<file path="src/pll_ctrl_pkg.sv">
// Constants, register map and field layout of the PLL reference
// and holdover control block.
// Assumes a 32-bit APB master; addresses are byte addresses.
`default_nettype none

package pll_ctrl_pkg;

    // ****************************************
    // Bus geometry
    // ****************************************
    localparam int ADDR_W = 12;
    localparam int DATA_W = 32;
    localparam int IDX_LO = 2;
    localparam int IDX_HI = 9;

    // Register indices; byte address is four times the index
    localparam logic [7:0] REF_CFG_IDX   = 8'h1C;
    localparam logic [7:0] HOLD_CTRL_IDX = 8'h1D;
    localparam logic [7:0] PLL_STAT_IDX  = 8'h1F;
    localparam logic [7:0] INT_STAT_IDX  = 8'h20;
    localparam logic [7:0] INT_MASK_IDX  = 8'h21;

    // ****************************************
    // Reference input configuration fields
    // ****************************************
    localparam int CFG_SEL_SECOND = 6;
    localparam int CFG_USE_PIN    = 5;
    localparam int CFG_SECOND_PWR = 2;
    localparam int CFG_FIRST_PWR  = 1;
    localparam int CFG_DIFF       = 0;
    localparam logic [7:0] CFG_WR_MASK = 8'h67;
    localparam logic [7:0] CFG_RESET   = 8'h00;

    // ****************************************
    // Holdover control fields
    // ****************************************
    localparam int HC_STAT_DIS = 4;
    localparam int HC_CMP_EN   = 3;
    localparam int HC_EN_HI    = 2;
    localparam int HC_EXT      = 1;
    localparam int HC_EN_LO    = 0;
    localparam logic [7:0] HC_WR_MASK = 8'h1F;
    localparam logic [7:0] HC_RESET   = 8'h00;

    // ****************************************
    // PLL status and interrupt fields
    // ****************************************
    localparam int ST_HOLD   = 5;
    localparam int ST_SECOND = 4;
    localparam int ST_LOCK   = 0;
    localparam int INT_W         = 4;
    localparam int INT_HOLD_IN   = 0;
    localparam int INT_HOLD_OUT  = 1;
    localparam int INT_LOCK_LOST = 2;
    localparam int INT_CMP_CHG   = 3;
    localparam logic [INT_W-1:0] INT_RESET = 4'h0;

endpackage : pll_ctrl_pkg

`default_nettype wire

</file>
<file path="src/hold_if.sv">
// Signals between the register block and the holdover controller.
// Assumes both ends share ref_clk.
`timescale 1ns/1ps
`default_nettype none

interface hold_if;
    logic holdEnable;
    logic extMode;
    logic cmpResult;
    logic holdReqPin;
    logic selRefBad;
    logic holdActive;

    modport ctrl (output holdEnable, extMode, cmpResult,
                  holdReqPin, selRefBad, input holdActive);
    modport fsm  (input holdEnable, extMode, cmpResult,
                  holdReqPin, selRefBad, output holdActive);
endinterface : hold_if

`default_nettype wire

</file>
<file path="src/pll_ref_select_holdover_ctrl.sv">
// Register block and pin logic for the PLL reference path:
// reference select, input power, holdover control, status, irq.
// Assumes APB master on ref_clk; pins synchronous to ref_clk.
//
// Local design decision: the APB slave port.
`timescale 1ns/1ps
`default_nettype none

module pll_ref_select_holdover_ctrl (
    // Clock and reset
    input  wire logic                           ref_clk,
    input  wire logic                           sys_rst,
    // APB slave
    input  wire logic [pll_ctrl_pkg::ADDR_W-1:0] paddr,
    input  wire logic                           psel,
    input  wire logic                           penable,
    input  wire logic                           pwrite,
    input  wire logic [pll_ctrl_pkg::DATA_W-1:0] pwdata,
    output var  logic [pll_ctrl_pkg::DATA_W-1:0] prdata,
    output logic                                pready,
    output logic                                pslverr,
    // Reference and lock inputs
    input  wire logic                           refSelectPin,
    input  wire logic                           selRefBad,
    input  wire logic                           lockPinCmp,
    input  wire logic                           lockFlagIn,
    input  wire logic                           holdReqPin,
    // Reference path controls
    output var  logic                           firstRefPowerOn,
    output var  logic                           secondRefPowerOn,
    output var  logic                           diffRefMode,
    output var  logic                           secondRefSelected,
    output logic                                holdoverActive,
    // Monitor pins and interrupt
    output var  logic                           refMonitorPin,
    output var  logic                           statusPin,
    output logic                                irq
);

    // ****************************************
    // Register storage
    // ****************************************
    logic [7:0]                     refCfgFf;
    logic [7:0]                     holdCtrlFf;
    logic [pll_ctrl_pkg::INT_W-1:0] intStatFf;
    logic [pll_ctrl_pkg::INT_W-1:0] intMaskFf;
    logic [pll_ctrl_pkg::DATA_W-1:0] prdataFf;

    logic                           holdPrevFf;
    logic                           lockPrevFf;
    logic                           cmpPrevFf;

    hold_if hif ();

    // ****************************************
    // Address decode
    // ****************************************
    logic [7:0] idx;
    logic       aligned;
    logic       hit;
    logic       wrEn;
    logic       rdSetup;
    logic       rdAccess;

    assign idx = paddr[pll_ctrl_pkg::IDX_HI:pll_ctrl_pkg::IDX_LO];
    assign aligned = (paddr[1:0] == 2'h0) && (paddr[11:10] == 2'h0);
    assign hit = aligned && (idx == pll_ctrl_pkg::REF_CFG_IDX
        || idx == pll_ctrl_pkg::HOLD_CTRL_IDX
        || idx == pll_ctrl_pkg::PLL_STAT_IDX
        || idx == pll_ctrl_pkg::INT_STAT_IDX
        || idx == pll_ctrl_pkg::INT_MASK_IDX);

    // Zero wait states: data is captured in the setup cycle
    assign pready   = 1'b1;
    assign pslverr  = psel && penable && !hit;
    assign wrEn     = psel && penable && pwrite && hit;
    assign rdSetup  = psel && !penable && !pwrite;
    assign rdAccess = psel && penable && !pwrite && hit;
    assign prdata   = prdataFf;

    // ****************************************
    // Control registers
    // ****************************************
    // reserved bits never stored
    always_ff @(posedge ref_clk) begin
        if (sys_rst) begin
            refCfgFf <= pll_ctrl_pkg::CFG_RESET;
        end else if (wrEn && idx == pll_ctrl_pkg::REF_CFG_IDX) begin
            refCfgFf <= pwdata[7:0] & pll_ctrl_pkg::CFG_WR_MASK;
        end
    end

    always_ff @(posedge ref_clk) begin
        if (sys_rst) begin
            holdCtrlFf <= pll_ctrl_pkg::HC_RESET;
        end else if (wrEn && idx == pll_ctrl_pkg::HOLD_CTRL_IDX) begin
            holdCtrlFf <= pwdata[7:0] & pll_ctrl_pkg::HC_WR_MASK;
        end
    end

    always_ff @(posedge ref_clk) begin
        if (sys_rst) begin
            intMaskFf <= pll_ctrl_pkg::INT_RESET;
        end else if (wrEn && idx == pll_ctrl_pkg::INT_MASK_IDX) begin
            intMaskFf <= pwdata[pll_ctrl_pkg::INT_W-1:0];
        end
    end

    // ****************************************
    // Reference selection and power
    // ****************************************
    logic useSecond;

    // no second input in differential mode
    always_comb begin
        if (refCfgFf[pll_ctrl_pkg::CFG_DIFF]) begin
            useSecond = 1'b0;
        end else if (refCfgFf[pll_ctrl_pkg::CFG_USE_PIN]) begin
            useSecond = refSelectPin;
        end else begin
            useSecond = refCfgFf[pll_ctrl_pkg::CFG_SEL_SECOND];
        end
    end

    always_ff @(posedge ref_clk) begin
        if (sys_rst) begin
            firstRefPowerOn   <= 1'b0;
            secondRefPowerOn  <= 1'b0;
            diffRefMode       <= 1'b0;
            secondRefSelected <= 1'b0;
        end else begin
            firstRefPowerOn   <= refCfgFf[pll_ctrl_pkg::CFG_FIRST_PWR];
            secondRefPowerOn  <= refCfgFf[pll_ctrl_pkg::CFG_SECOND_PWR];
            diffRefMode       <= refCfgFf[pll_ctrl_pkg::CFG_DIFF];
            secondRefSelected <= useSecond;
        end
    end

    // ****************************************
    // Holdover controller hookup
    // ****************************************
    logic cmpEnable;
    logic cmpResult;
    logic cmpUsed;

    assign cmpEnable = holdCtrlFf[pll_ctrl_pkg::HC_CMP_EN];
    assign cmpResult = cmpEnable ? lockPinCmp : 1'b1;

    assign hif.holdEnable = holdCtrlFf[pll_ctrl_pkg::HC_EN_HI]
        && holdCtrlFf[pll_ctrl_pkg::HC_EN_LO];
    assign hif.extMode    = holdCtrlFf[pll_ctrl_pkg::HC_EXT];
    assign hif.cmpResult  = cmpResult;
    assign hif.holdReqPin = holdReqPin;
    assign hif.selRefBad  = selRefBad;
    assign holdoverActive = hif.holdActive;
    assign cmpUsed = hif.holdEnable && !hif.extMode && cmpEnable;

    // Software must clear the enables around VCO calibration; the
    // controller cannot see calibration, so it does not guard it
    holdover_fsm u_holdover (
        .ref_clk (ref_clk),
        .sys_rst (sys_rst),
        .hif     (hif)
    );

    // comparator shown on pins when free
    always_ff @(posedge ref_clk) begin
        if (sys_rst) begin
            refMonitorPin <= 1'b1;
            statusPin     <= 1'b1;
        end else if (!cmpUsed) begin
            refMonitorPin <= !lockPinCmp;
            statusPin     <= !lockPinCmp;
        end else begin
            refMonitorPin <= !hif.holdActive;
            statusPin     <= !lockFlagIn;
        end
    end

    // ****************************************
    // Events and interrupt
    // ****************************************
    logic [pll_ctrl_pkg::INT_W-1:0] events;
    logic [pll_ctrl_pkg::INT_W-1:0] intClr;

    always_ff @(posedge ref_clk) begin
        if (sys_rst) begin
            holdPrevFf <= 1'b0;
            lockPrevFf <= 1'b0;
            cmpPrevFf  <= 1'b0;
        end else begin
            holdPrevFf <= hif.holdActive;
            lockPrevFf <= lockFlagIn;
            cmpPrevFf  <= lockPinCmp;
        end
    end

    always_comb begin
        events = '0;
        events[pll_ctrl_pkg::INT_HOLD_IN]   = hif.holdActive && !holdPrevFf;
        events[pll_ctrl_pkg::INT_HOLD_OUT]  = !hif.holdActive && holdPrevFf;
        events[pll_ctrl_pkg::INT_LOCK_LOST] = !lockFlagIn && lockPrevFf;
        events[pll_ctrl_pkg::INT_CMP_CHG]   = lockPinCmp != cmpPrevFf;
    end

    // Only bits already shown to software are cleared
    assign intClr = (rdAccess && idx == pll_ctrl_pkg::INT_STAT_IDX)
        ? prdataFf[pll_ctrl_pkg::INT_W-1:0] : '0;

    // New events win over the read clear
    always_ff @(posedge ref_clk) begin
        if (sys_rst) begin
            intStatFf <= pll_ctrl_pkg::INT_RESET;
        end else begin
            intStatFf <= (intStatFf & ~intClr) | events;
        end
    end

    assign irq = |(intStatFf & intMaskFf);

    // ****************************************
    // Read data
    // ****************************************
    logic [7:0]                      pllStat;
    logic [pll_ctrl_pkg::DATA_W-1:0] rdMux;

    always_comb begin
        pllStat = 8'h00;
        pllStat[pll_ctrl_pkg::ST_HOLD]   = hif.holdActive;
        pllStat[pll_ctrl_pkg::ST_SECOND] = secondRefSelected;
        pllStat[pll_ctrl_pkg::ST_LOCK]   = lockFlagIn;
    end

    always_comb begin
        rdMux = '0;
        if (aligned) begin
            case (idx)
                pll_ctrl_pkg::REF_CFG_IDX:   rdMux[7:0] = refCfgFf;
                pll_ctrl_pkg::HOLD_CTRL_IDX: rdMux[7:0] = holdCtrlFf;
                pll_ctrl_pkg::PLL_STAT_IDX: begin
                    if (!holdCtrlFf[pll_ctrl_pkg::HC_STAT_DIS]) begin
                        rdMux[7:0] = pllStat;
                    end
                end
                pll_ctrl_pkg::INT_STAT_IDX:
                    rdMux[pll_ctrl_pkg::INT_W-1:0] = intStatFf;
                pll_ctrl_pkg::INT_MASK_IDX:
                    rdMux[pll_ctrl_pkg::INT_W-1:0] = intMaskFf;
                default: rdMux = '0;
            endcase
        end
    end

    always_ff @(posedge ref_clk) begin
        if (sys_rst) begin
            prdataFf <= '0;
        end else if (rdSetup) begin
            prdataFf <= rdMux;
        end
    end
endmodule : pll_ref_select_holdover_ctrl

`default_nettype wire

</file>
<file path="src/holdover_fsm.sv">
// Holdover state machine: automatic or pin driven.
// Assumes all inputs synchronous to ref_clk.
`timescale 1ns/1ps
`default_nettype none

module holdover_fsm (
    // Clock and reset
    input wire logic ref_clk,
    input wire logic sys_rst,
    // Configuration and status
    hold_if.fsm      hif
);

    typedef enum logic {NORMAL, HOLDING} hold_state_t;

    hold_state_t stateFf;
    hold_state_t nxt_state;
    logic        holdActiveFf;

    always_comb begin
        nxt_state = stateFf;
        case (stateFf)
            NORMAL: begin
                if (hif.holdEnable && !hif.extMode && hif.selRefBad
                    && hif.cmpResult) begin
                    nxt_state = HOLDING;
                end
            end
            HOLDING: begin
                if (!hif.holdEnable || hif.extMode || !hif.selRefBad) begin
                    nxt_state = NORMAL;
                end
            end
            default: nxt_state = NORMAL;
        endcase
    end

    always_ff @(posedge ref_clk) begin
        if (sys_rst) begin
            stateFf <= NORMAL;
        end else begin
            stateFf <= nxt_state;
        end
    end

    always_ff @(posedge ref_clk) begin
        if (sys_rst) begin
            holdActiveFf <= 1'b0;
        end else if (!hif.holdEnable) begin
            holdActiveFf <= 1'b0;
        end else if (hif.extMode) begin
            holdActiveFf <= hif.holdReqPin;
        end else begin
            holdActiveFf <= (nxt_state == HOLDING);
        end
    end

    assign hif.holdActive = holdActiveFf;
endmodule : holdover_fsm

`default_nettype wire

</file>
<file path="config.mk">
export PLATFORM = sky130hd
export DESIGN_NAME = pll_ref_select_holdover_ctrl
export DESIGN_NICKNAME = d
export VERILOG_FILES = /design/src/pll_ctrl_pkg.sv /design/src/hold_if.sv /design/src/pll_ref_select_holdover_ctrl.sv /design/src/holdover_fsm.sv
export SDC_FILE = /design/constraint.sdc
export NUM_CORES = 1
export LEC_CHECK = 0
export ABC_AREA = 0
export BUFFER_PORTS_ARGS = -buffer_cell sky130_fd_sc_hd__buf_2
export CORE_MARGIN = 4
export CORE_UTILIZATION = 45
export CTS_CLUSTER_DIAMETER = 80
export DETAILED_ROUTE_END_ITERATION = 10
export PLACE_DENSITY = 0.79
export SYNTH_ARGS = -nofsm -noshare
export SYNTH_HDL_FRONTEND = slang
export SYNTH_SLANG_ARGS = --single-unit
export TNS_END_PERCENT = 5
</file>
<file path="constraint.sdc">
create_clock -name ref_clk -period 3.1 [get_ports ref_clk]
set_input_delay 0.31 -clock ref_clk [delete_from_list [all_inputs] [get_ports ref_clk]]
set_output_delay 0.31 -clock ref_clk [all_outputs]
set_load 0.02 [all_outputs]
</file>
Yosys cells after proc, flatten, opt, wreduce, memory -nomap -nowiden
Cells that the tools add are included.
{"block": "classes", "eq_ne": 6, "n_reduce_logical": 43, "n_mux": 13, "n_bitwise": 6}
{"operator": "$eq A8 B5 Y1 const B", "count": 3}
{"operator": "$logic_and A1 B1 Y1", "count": 22}
{"operator": "$pmux W4 S5", "count": 1}
{"operator": "$eq A8 B6 Y1 const B", "count": 2}
{"operator": "$logic_not A1 Y1", "count": 10}
{"operator": "$pmux W3 S3", "count": 1}
{"operator": "$and A4 B4 Y4", "count": 2}
{"operator": "$mux W1", "count": 7}
{"operator": "$mux W7", "count": 1}
{"operator": "$logic_or A1 B1 Y1", "count": 6}
{"operator": "$mux W6", "count": 1}
{"operator": "$logic_not A2 Y1", "count": 2}
{"operator": "$mux W4", "count": 1}
{"operator": "$not A4 Y4", "count": 1}
{"operator": "$or A4 B4 Y4", "count": 1}
{"operator": "$reduce_or A2 Y1", "count": 2}
{"operator": "$reduce_or A4 Y1", "count": 1}
{"operator": "$not A1 Y1", "count": 2}
{"operator": "$pmux W1 S2", "count": 1}
{"operator": "$ne A1 B1 Y1", "count": 1}
{"block": "word_totals", "inputBits": 54, "ff_bits": 61, "output_inout_bits": 42}

Depth between registers and ports, before layout
Gate-level depths: netlist of the first run.
{"block": "logic_depth", "word_depth": 12, "mapped_depth": 6}

Modules after synthesis
A second synthesis of the first run with hierarchy kept.
{"block": "unflattened", "cells_unflattened": 227, "hier_area_um2": 1885.6}
{"module": "pll_ref_select_holdover_ctrl", "n_inst": 1, "cells_each": 220, "area_each_um2": 1814.2}
{"module": "holdover_fsm", "n_inst": 1, "cells_each": 7, "area_each_um2": 71.3}

Worst setup path before layout of the first run
No wires, ideal clock.
{"block": "synth_timing", "path_type": "input to output", "from": "input port paddr[5] (netlist bit)", "to": "output port pslverr", "required_ns": 2.790, "arrival_ns": 1.626, "n_path_buf": 1, "setup_slack_ns": 1.164, "stages": 5, "path_cell_list": "or4b_1 > clkbuf_1 > a211oi_1 > a21o_1 > a21oi_1"}
{"block": "synth_via", "elab_chain_cells": 8, "word_cells_on_any_way": 12}
{"element": "start, declared", "line_no": "pll_ref_select_holdover_ctrl.sv:14", "text": "input wire logic [pll_ctrl_pkg::ADDR_W-1:0] paddr,"}
{"element": "$eq A8 B5 Y1 (on tied branches)", "line_no": "pll_ref_select_holdover_ctrl.sv:67, pll_ref_select_holdover_ctrl.sv:68"}
{"element": "$logic_or A1 B1 Y1", "line_no": "pll_ref_select_holdover_ctrl.sv:68", "text": "|| idx == pll_ctrl_pkg::HOLD_CTRL_IDX"}
{"element": "$logic_or A1 B1 Y1", "line_no": "pll_ref_select_holdover_ctrl.sv:69", "text": "|| idx == pll_ctrl_pkg::PLL_STAT_IDX"}
{"element": "$logic_or A1 B1 Y1", "line_no": "pll_ref_select_holdover_ctrl.sv:70", "text": "|| idx == pll_ctrl_pkg::INT_STAT_IDX"}
{"element": "$logic_or A1 B1 Y1 (*)", "line_no": "pll_ref_select_holdover_ctrl.sv:71", "text": "|| idx == pll_ctrl_pkg::INT_MASK_IDX);"}
{"element": "$logic_and A1 B1 Y1 (*)", "line_no": "pll_ref_select_holdover_ctrl.sv:67", "text": "assign hit = aligned && (idx == pll_ctrl_pkg::REF_CFG_IDX"}
{"element": "$logic_not A1 Y1 (*)", "line_no": "pll_ref_select_holdover_ctrl.sv:75", "text": "assign pslverr = psel && penable && !hit;"}
{"element": "$logic_and A1 B1 Y1 (*)", "line_no": "pll_ref_select_holdover_ctrl.sv:75"}
{"element": "end, declared", "line_no": "pll_ref_select_holdover_ctrl.sv:21", "text": "output logic pslverr,"}
Mark *: on every way between the ends. The rest lies on a longest branch, timed or not.

Final worst setup path of the first run
Same ends and word-level chain as after synthesis.

==> qor.csv, run 1 <==
stage,metric,value,unit
finish,post-route cell area,0.00209,mm²
clock_tree,Root Buffer,clkbuf_8,
placed_design,Final HPWL DP,3.31,mm
sta,final period utilization,72.5,%
pwr,Leak Pwr,0.826,nW
sta,RSZ-0062 raised after global routing,no,
status,status,completed,
finish,share of post-route cells with drive strength above 1,23.1,%
clock_tree,Clock Sinks,36,
pwr,Power Density,434,mW/mm²
sta,final critical-path required period,2250,ps
route,WL/cell,14.1,µm
sta,Setup TNS,0,ps
sta,relative slew slack,42.1,%
route,Final ANT Viol Nets,0,
yosys,synth top area cells,"dfxtp_1 (39%), buf_4 (10%), a21oi_1 (6.4%), mux2i_1 (4.8%), nand3_1 (4.0%)",
yosys,mux contribution to synthesized area,5.42,%
yosys,Synth Area per Inst,8.38,µm²
yosys,Synth Area in Compound Gates,17.2,%
critical_path,Worst setup EP type,output pin,
grt,vias in the first global route,1508,
finish,nets@finish,313,
sta,Worst-Margin Slew,862,ps
route,drt drc,0,
grt,antenna violations before repair,0,
die,die area,0.00525,mm²
clock_tree,"Hold-fix buffers, CTS",0,
grt,gr ovfl total,0,
finish,Final Instance Count excl. Fillers,310,
pwr,sequential share of power,51.9,%
yosys,gate count of the mapped netlist,223,
yosys,share of the synthesized area in the top cell type,38.6,%
clock_tree,H-Tree Level Count,2,
critical_path,crit path max fanout,7,
placed_design,placed insts,302,
route,initial drt markers,108,
clock_tree,post-cts repair resize count,0,
worst_hold_path,Hold Path Class,in2reg,
yosys,Synth cell types,42,
finish,fill cell instance count of the final layout,395,
critical_path,arrival time worst endpoint,1940,ps
yosys,Post-Synth Adder-Cell Area,0,%
pwr,peak supply drop,0.000228,V
yosys,largest family of logic cells by synthesized area,simple AND/OR/NAND/NOR gates,
yosys,Post-synth ARST share,0,%
finish,footprint of the multi-input gates,988,µm²
route,1st-pass router iterations,4,
critical_path,Crit Path Category,in2out,
pwr,Internal Power,0.674,mW
route,drt total wl,4.36,mm
yosys,simple-gate area share of the yosys netlist,24.6,%
critical_path,Setup crit start kind,input pin,
pwr,Sw Pwr,0.231,mW
pwr,Clock power frac,37.6,%
yosys,synthesized cell area,0.00187,mm²
sta,skew final,5.08,ps
clock_tree,postcts setup bufs,0,
clock_tree,clock tree from TritonCTS,built,
finish,Area Growth Syn to Fin,11.6,%
yosys,register area share after synthesis,38.6,%
sta,Slew Limit Fails,0,
grt,first-pass GRT wire length,6.93,mm
yosys,dominant cell type by area after synthesis,dfxtp_1,
die,initial core utilization,46.7,%
yosys,ys flop type,dfxtp_1,
clock_tree,clk slew on worst S/H paths,70,ps
grt,GRT Resource Usage Total,17.0,%
critical_path,worst path required time,2790,ps
die,die height,72.5,µm
clock_tree,total CTS buffers,5,
finish,register area,721,µm²
die,Die X,72.5,µm
route,routed vias,1656,
grt,pin count of the biggest net entering global routing,37,
yosys,post-synthesis xor/xnor area fraction,0.469,%
die,row count,23,
yosys,warnings from Yosys,0,
clock_tree,clk buf depth,2,
placed_design,placed cell area,0.00200,mm²
sta,Final Hold Viols,0,
flow_run,max_cap viols,0,
finish,antenna cells,0,
die,Ports,96,
pwr,combinational share of power,10.5,%
die,core area,0.00400,mm²
clock_tree,worst skew pair latency,290,ps
pwr,sw frac,25.5,%
placed_design,Port Buffers,44,
sta,Setup Viol. Count Final,0,
yosys,Post-synth EDFFs,0,
route,via density per instance,5.34,
placed_design,gp weighted congestion,0.883,
sta,Max Clock Freq,445,MHz
yosys,#FFs+latches synth,36,
==> cell usage in the layout, fill, tap and decap left out, types with 3 or more instances in the layout <==
cell and instances:
mux2i_1 9, nand2_1 14, or2_2 3, dfxtp_1 36
nor2_1 9, nand3_1 15, nor2b_1 9, nor3_1 10
a311oi_1 3, conb_1 26, a21oi_1 24, nand4_1 3
buf_2 44, o211ai_1 3, clkbuf_8 6, o21ai_0 14
==> registers in the layout, summed over array words and instances (netlist names), 4 cells and up <==
register    flops
prdata          7
holdCtrlFf      5
refCfgFf        5
intMaskFf       4
intStatFf       4
==> cell type report <==
class | count | share of cell area, %
tap | 50 | 3.00
sequential | 36 | 34.6
clock buffer | 8 | 4.32
inverter | 1 | 0.180
multi-input combinational | 171 | 47.4
timing repair buffer | 44 | 10.6
==> synthesized netlist by cell type, types with 3 or more instances <==
master / count
nand3_1: 15
o211ai_1: 3
nand4_1: 3
nor2b_1: 9
or2_2: 3
clkbuf_1: 10
o21ai_0: 14
mux2i_1: 9
buf_4: 26
a311oi_1: 3
nor3_1: 10
a21oi_1: 24
nand2_1: 14
nor2_1: 9
dfxtp_1: 36
==> worst max-delay path, cell delays in order <==
cell      delay, ps
buf_2           100
or4b_1          650
a211oi_1        500
a21o_1          130
a21oi_1          60
buf_2           180
==> metrics by stage <==
step | util (%) | hold slack [ps] | total power [mW] | setup WS [ps]
floorplan | - | 429 | 0.568 | 1160
global placement | 49.9 | 439 | 0.573 | 874
detailed placement | 49.9 | 446 | 0.574 | 853
CTS | 52.1 | 253 | 0.909 | 854
global route | 52.1 | 265 | 0.942 | 768
finish | 52.1 | 255 | 0.905 | 854
==> power by group through the flow <==
stage / sequential [mW] / clock (mW) / combinational, mW
3_3_place_gp: 0.480 / 0 / 0.0927
3_5_place_dp: 0.480 / 0 / 0.0938
2_1_floorplan: 0.481 / 0 / 0.0873
6_report: 0.470 / 0.341 / 0.0951
4_1_cts: 0.470 / 0.346 / 0.0941
5_1_grt: 0.470 / 0.368 / 0.104
==> worst paths after layout <==
kind	cells after the start	slack (ps)	start	to
hold reg to reg	2	460	prdata[5]	prdata[5]
setup / recovery	6	850	paddr[5]	pslverr
setup reg to reg	4	1900	holdCtrlFf[0]	prdata[0]
hold / removal	2	250	holdReqPin	u_holdover.hif.holdActive
==> kinds of logic after synthesis <==
logic type      after synthesis
compound gates               54
xor+xnor                      1
buf+inv                      40
flops                        36
mux                          10
other cells                   2
simple gates                 80
==> per-layer routing <==
metal | vias up | routed length, µm | global-route usage [%]
met1 | 772 | 1820 | 21.4
li1 | 820 | - | -
met4 | 0 | 66 | 6.15
met3 | 10 | 338 | 5.12
met2 | 54 | 2140 | 27.3
met5 | - | 0 | 0
Note: power is estimated with default switching activity, not from simulation.
==> inputs of run 2 (changes only) <==
--- a/config.mk
+++ b/config.mk
@@ -5,13 +5,13 @@
 export SDC_FILE = /design/constraint.sdc
 export NUM_CORES = 1
 export LEC_CHECK = 0
-export ABC_AREA = 0
+export ABC_AREA = 1
 export BUFFER_PORTS_ARGS = -buffer_cell sky130_fd_sc_hd__buf_2
 export CORE_MARGIN = 4
 export CORE_UTILIZATION = 45
 export CTS_CLUSTER_DIAMETER = 80
 export DETAILED_ROUTE_END_ITERATION = 10
-export PLACE_DENSITY = 0.79
+export PLACE_DENSITY = 0.78
 export SYNTH_ARGS = -nofsm -noshare
 export SYNTH_HDL_FRONTEND = slang
 export SYNTH_SLANG_ARGS = --single-unit
==> constraint.sdc (replaced) <==
create_clock -name ref_clk -period 2.1 [get_ports ref_clk]
set_input_delay 0.21 -clock ref_clk [delete_from_list [all_inputs] [get_ports ref_clk]]
set_output_delay 0.21 -clock ref_clk [all_outputs]
set_load 0.02 [all_outputs]
==> run 2 against run 1 <==
  * Global-route usage decreased by 0.64 points
  * Synthesized cell count increased by 26%
  * Sequential share of layout area is 2.2 points lower
  * Hold slack got worse by 100 ps
  * Worst setup slack got worse by 350 ps
  * Final cell count up 23%
  * Critical endpoint unchanged
  * Largest power group unchanged
==> qor.csv, run 2 <==
stage,metric,value,unit,change
placed_design,placed cell area,0.00214,mm²,was 0.00200 mm²
sta,Hold WS,151,ps,was 255 ps
yosys,ys flop type,dfxtp_1,,unchanged
pwr,Tot Pwr,1.33,mW,was 0.905 mW
clock_tree,clk slew on worst S/H paths,70,ps,about the same
finish,antenna cells,0,,unchanged
finish,most frequent cells in the layout,"nand2_1 (71), nor2_1 (47), buf_2 (44)",,"was buf_2 (44), dfxtp_1 (36), conb_1 (26)"
finish,Layout Utilization,54.2,%,was 52.1%
grt,pin count of the biggest net entering global routing,20,,was 37
grt,GRT Resource Usage Total,16.3,%,was 17.0%
route,drt drc,0,,unchanged
critical_path,R2R depth,3,,was 4
sta,relative slew slack,67.0,%,was 42.1%
yosys,register area share after synthesis,36.6,%,was 38.6%
clock_tree,"Hold-fix buffers, CTS",0,,unchanged
pwr,Leak Pwr,1.16,nW,was 0.826 nW
sta,Final Hold Viols,0,,unchanged
clock_tree,clk buf depth,2,,unchanged
finish,"most common cell after layout, fill and taps aside",nand2_1,,was buf_2
die,Die X,74.2,µm,was 72.5 µm
placed_design,Final HPWL DP,3.50,mm,was 3.31 mm
yosys,Synth Area per Inst,6.98,µm²,was 8.38 µm²
clock_tree,clock tree from TritonCTS,built,,unchanged
clock_tree,postcts setup bufs,0,,unchanged
grt,first-pass GRT wire length,6.77,mm,was 6.93 mm
critical_path,Worst setup EP type,output pin,,unchanged
sta,RSZ-0062 raised after global routing,no,,unchanged
critical_path,crit path max fanout,8,,was 7
clock_tree,post-cts repair resize count,0,,unchanged
yosys,warnings from Yosys,0,,unchanged
finish,post-route cell area,0.00223,mm²,was 0.00209 mm²
sta,Setup TNS,0,ps,unchanged
route,initial drt markers,88,,was 108
worst_hold_path,Hold Path Class,in2reg,,unchanged
critical_path,arrival time worst endpoint,1380,ps,was 1940 ps
yosys,#FFs+latches synth,36,,unchanged
die,die area,0.00550,mm²,was 0.00525 mm²
critical_path,Crit Path Category,in2out,,unchanged
yosys,dominant cell type by area after synthesis,dfxtp_1,,unchanged
critical_path,"reg-to-reg slack, setup",1030,ps,was 1900 ps
die,initial core utilization,47.9,%,was 46.7%
worst_hold_path,worst hold stages,3,,was 2
finish,Area Growth Syn to Fin,13.2,%,was 11.6%
sta,final period utilization,75.9,%,
yosys,Post-synth EDFFs,0,,unchanged
grt,vias in the first global route,1529,,was 1508
sta,Worst-Margin Slew,492,ps,was 862 ps
pwr,peak supply drop,0.000606,V,was 0.000228 V
yosys,gate count of the mapped netlist,282,,was 223
placed_design,gp weighted congestion,0.839,,was 0.883
finish,nets@finish,383,,was 313
placed_design,Port Buffers,44,,unchanged
clock_tree,Root Buffer,clkbuf_8,,unchanged
pwr,Power Density,596,mW/mm²,was 434 mW/mm²
sta,Setup Viol. Count Final,0,,unchanged
status,status,completed,,unchanged
clock_tree,worst skew pair latency,280,ps,was 290 ps
die,row count,23,,unchanged
flow_run,max_cap viols,0,,unchanged
clock_tree,Clock Sinks,36,,unchanged
grt,antenna violations before repair,0,,unchanged
sta,final critical-path required period,1590,ps,
critical_path,Setup crit start kind,input pin,,unchanged
yosys,synth top area cells,"dfxtp_1 (37%), nand2_1 (14%), buf_4 (10%), nor2_1 (9.0%), inv_1 (5.9%)",,"was dfxtp_1 (39%), buf_4 (10%), a21oi_1 (6.4%), mux2i_1 (4.8%), nand3_1 (4.0%)"
finish,share of post-route cells with drive strength above 1,21.8,%,was 23.1%
route,via density per instance,4.73,,was 5.34
grt,gr ovfl total,0,,unchanged
sta,Max Clock Freq,627,MHz,
critical_path,worst path required time,1890,ps,was 2790 ps
yosys,share of the synthesized area in the top cell type,36.6,%,was 38.6%
yosys,Post-synth ARST share,0,%,unchanged
yosys,synth cell count leaders,"nand2_1 (71), nor2_1 (47), dfxtp_1 (36)",,"was dfxtp_1 (36), buf_4 (26), a21oi_1 (24)"
die,die height,74.2,µm,was 72.5 µm
sta,Slew Limit Fails,0,,unchanged
die,Ports,96,,unchanged
route,routed vias,1797,,was 1656
die,core area,0.00412,mm²,was 0.00400 mm²
yosys,synthesized cell area,0.00197,mm²,was 0.00187 mm²
finish,max reg flops,7,,unchanged
route,1st-pass router iterations,4,,unchanged
yosys,"count leader, synth",nand2_1,,was dfxtp_1
route,Final ANT Viol Nets,0,,unchanged
clock_tree,total CTS buffers,5,,unchanged
route,drt total wl,4.45,mm,was 4.36 mm
clock_tree,H-Tree Level Count,2,,unchanged
route,WL/cell,11.7,µm,was 14.1 µm
sta,skew final,2.17,ps,was 5.08 ps
finish,fill cell instance count of the final layout,410,,was 395
yosys,Synth cell types,28,,was 42
-- run 2: changes by cell type after synthesis, moves of 13 or more --
| cell | delta |
|---|---|
| nor2_1 | +38 |
| nand2_1 | +57 |
| inv_1 | +30 |
| a21oi_1 | -13 |
-- run 2: logic make-up after synthesis --
group	share of synthesized area (%)
compound gates	8.96
xor+xnor	0.445
buf+inv	17.5
flops	36.6
other cells	0.381
simple gates	36.1
-- run 2: where the power goes --
part           internal (mW)  switching (mW)  leakage [nW]  total, mW
registers              0.690         0.00345         0.291      0.693
clock network          0.267           0.228        0.0455      0.495
logic                 0.0365           0.104         0.819      0.141
total                  0.993           0.335          1.16       1.33
-- run 2: per-stage QoR --
step,instances,setup WS [ps]
global placement,372,554
global route,380,452
CTS,380,514
floorplan,306,792
finish,380,505
detailed placement,372,520
-- run 2: area by class of cell --
| type | count | area, µm² | share of cell area [%] |
|---|---|---|---|
| tap | 50 | 62.6 | 2.81 |
| sequential | 36 | 721 | 32.3 |
| inverter | 36 | 135 | 6.06 |
| multi-input combinational | 205 | 993 | 44.6 |
| timing repair buffer | 45 | 228 | 10.2 |
| clock buffer | 8 | 90.1 | 4.04 |
-- run 2: final timing paths --
| kind | startpoint | endpoint |
|---|---|---|
| setup / recovery | paddr[9] | pslverr |
| hold / removal | pwdata[4] | holdCtrlFf[4] |
| setup reg to reg | holdCtrlFf[3] | u_holdover.hif.holdActive |
| hold reg to reg | prdata[6] | prdata[6] |
-- run 2: critical path, cell delays in order --
cell     delay (ps)
buf_2           110
nor2_2          140
nand2_2         120
nor2_2          230
nor2_4           90
nand2_8         100
inv_1            50
nor2_1          130
nor2_1           50
buf_2           150
-- run 2: layer usage --
| metal | global-route usage [%] | vias up | part of all wire (%) |
|---|---|---|---|
| met5 | 0 | - | 0 |
| met4 | 6.04 | 0 | 1.3 |
| met3 | 3.65 | 6 | 8.4 |
| met2 | 27.2 | 71 | 46 |
| met1 | 20.6 | 798 | 44 |
| li1 | - | 922 | - |
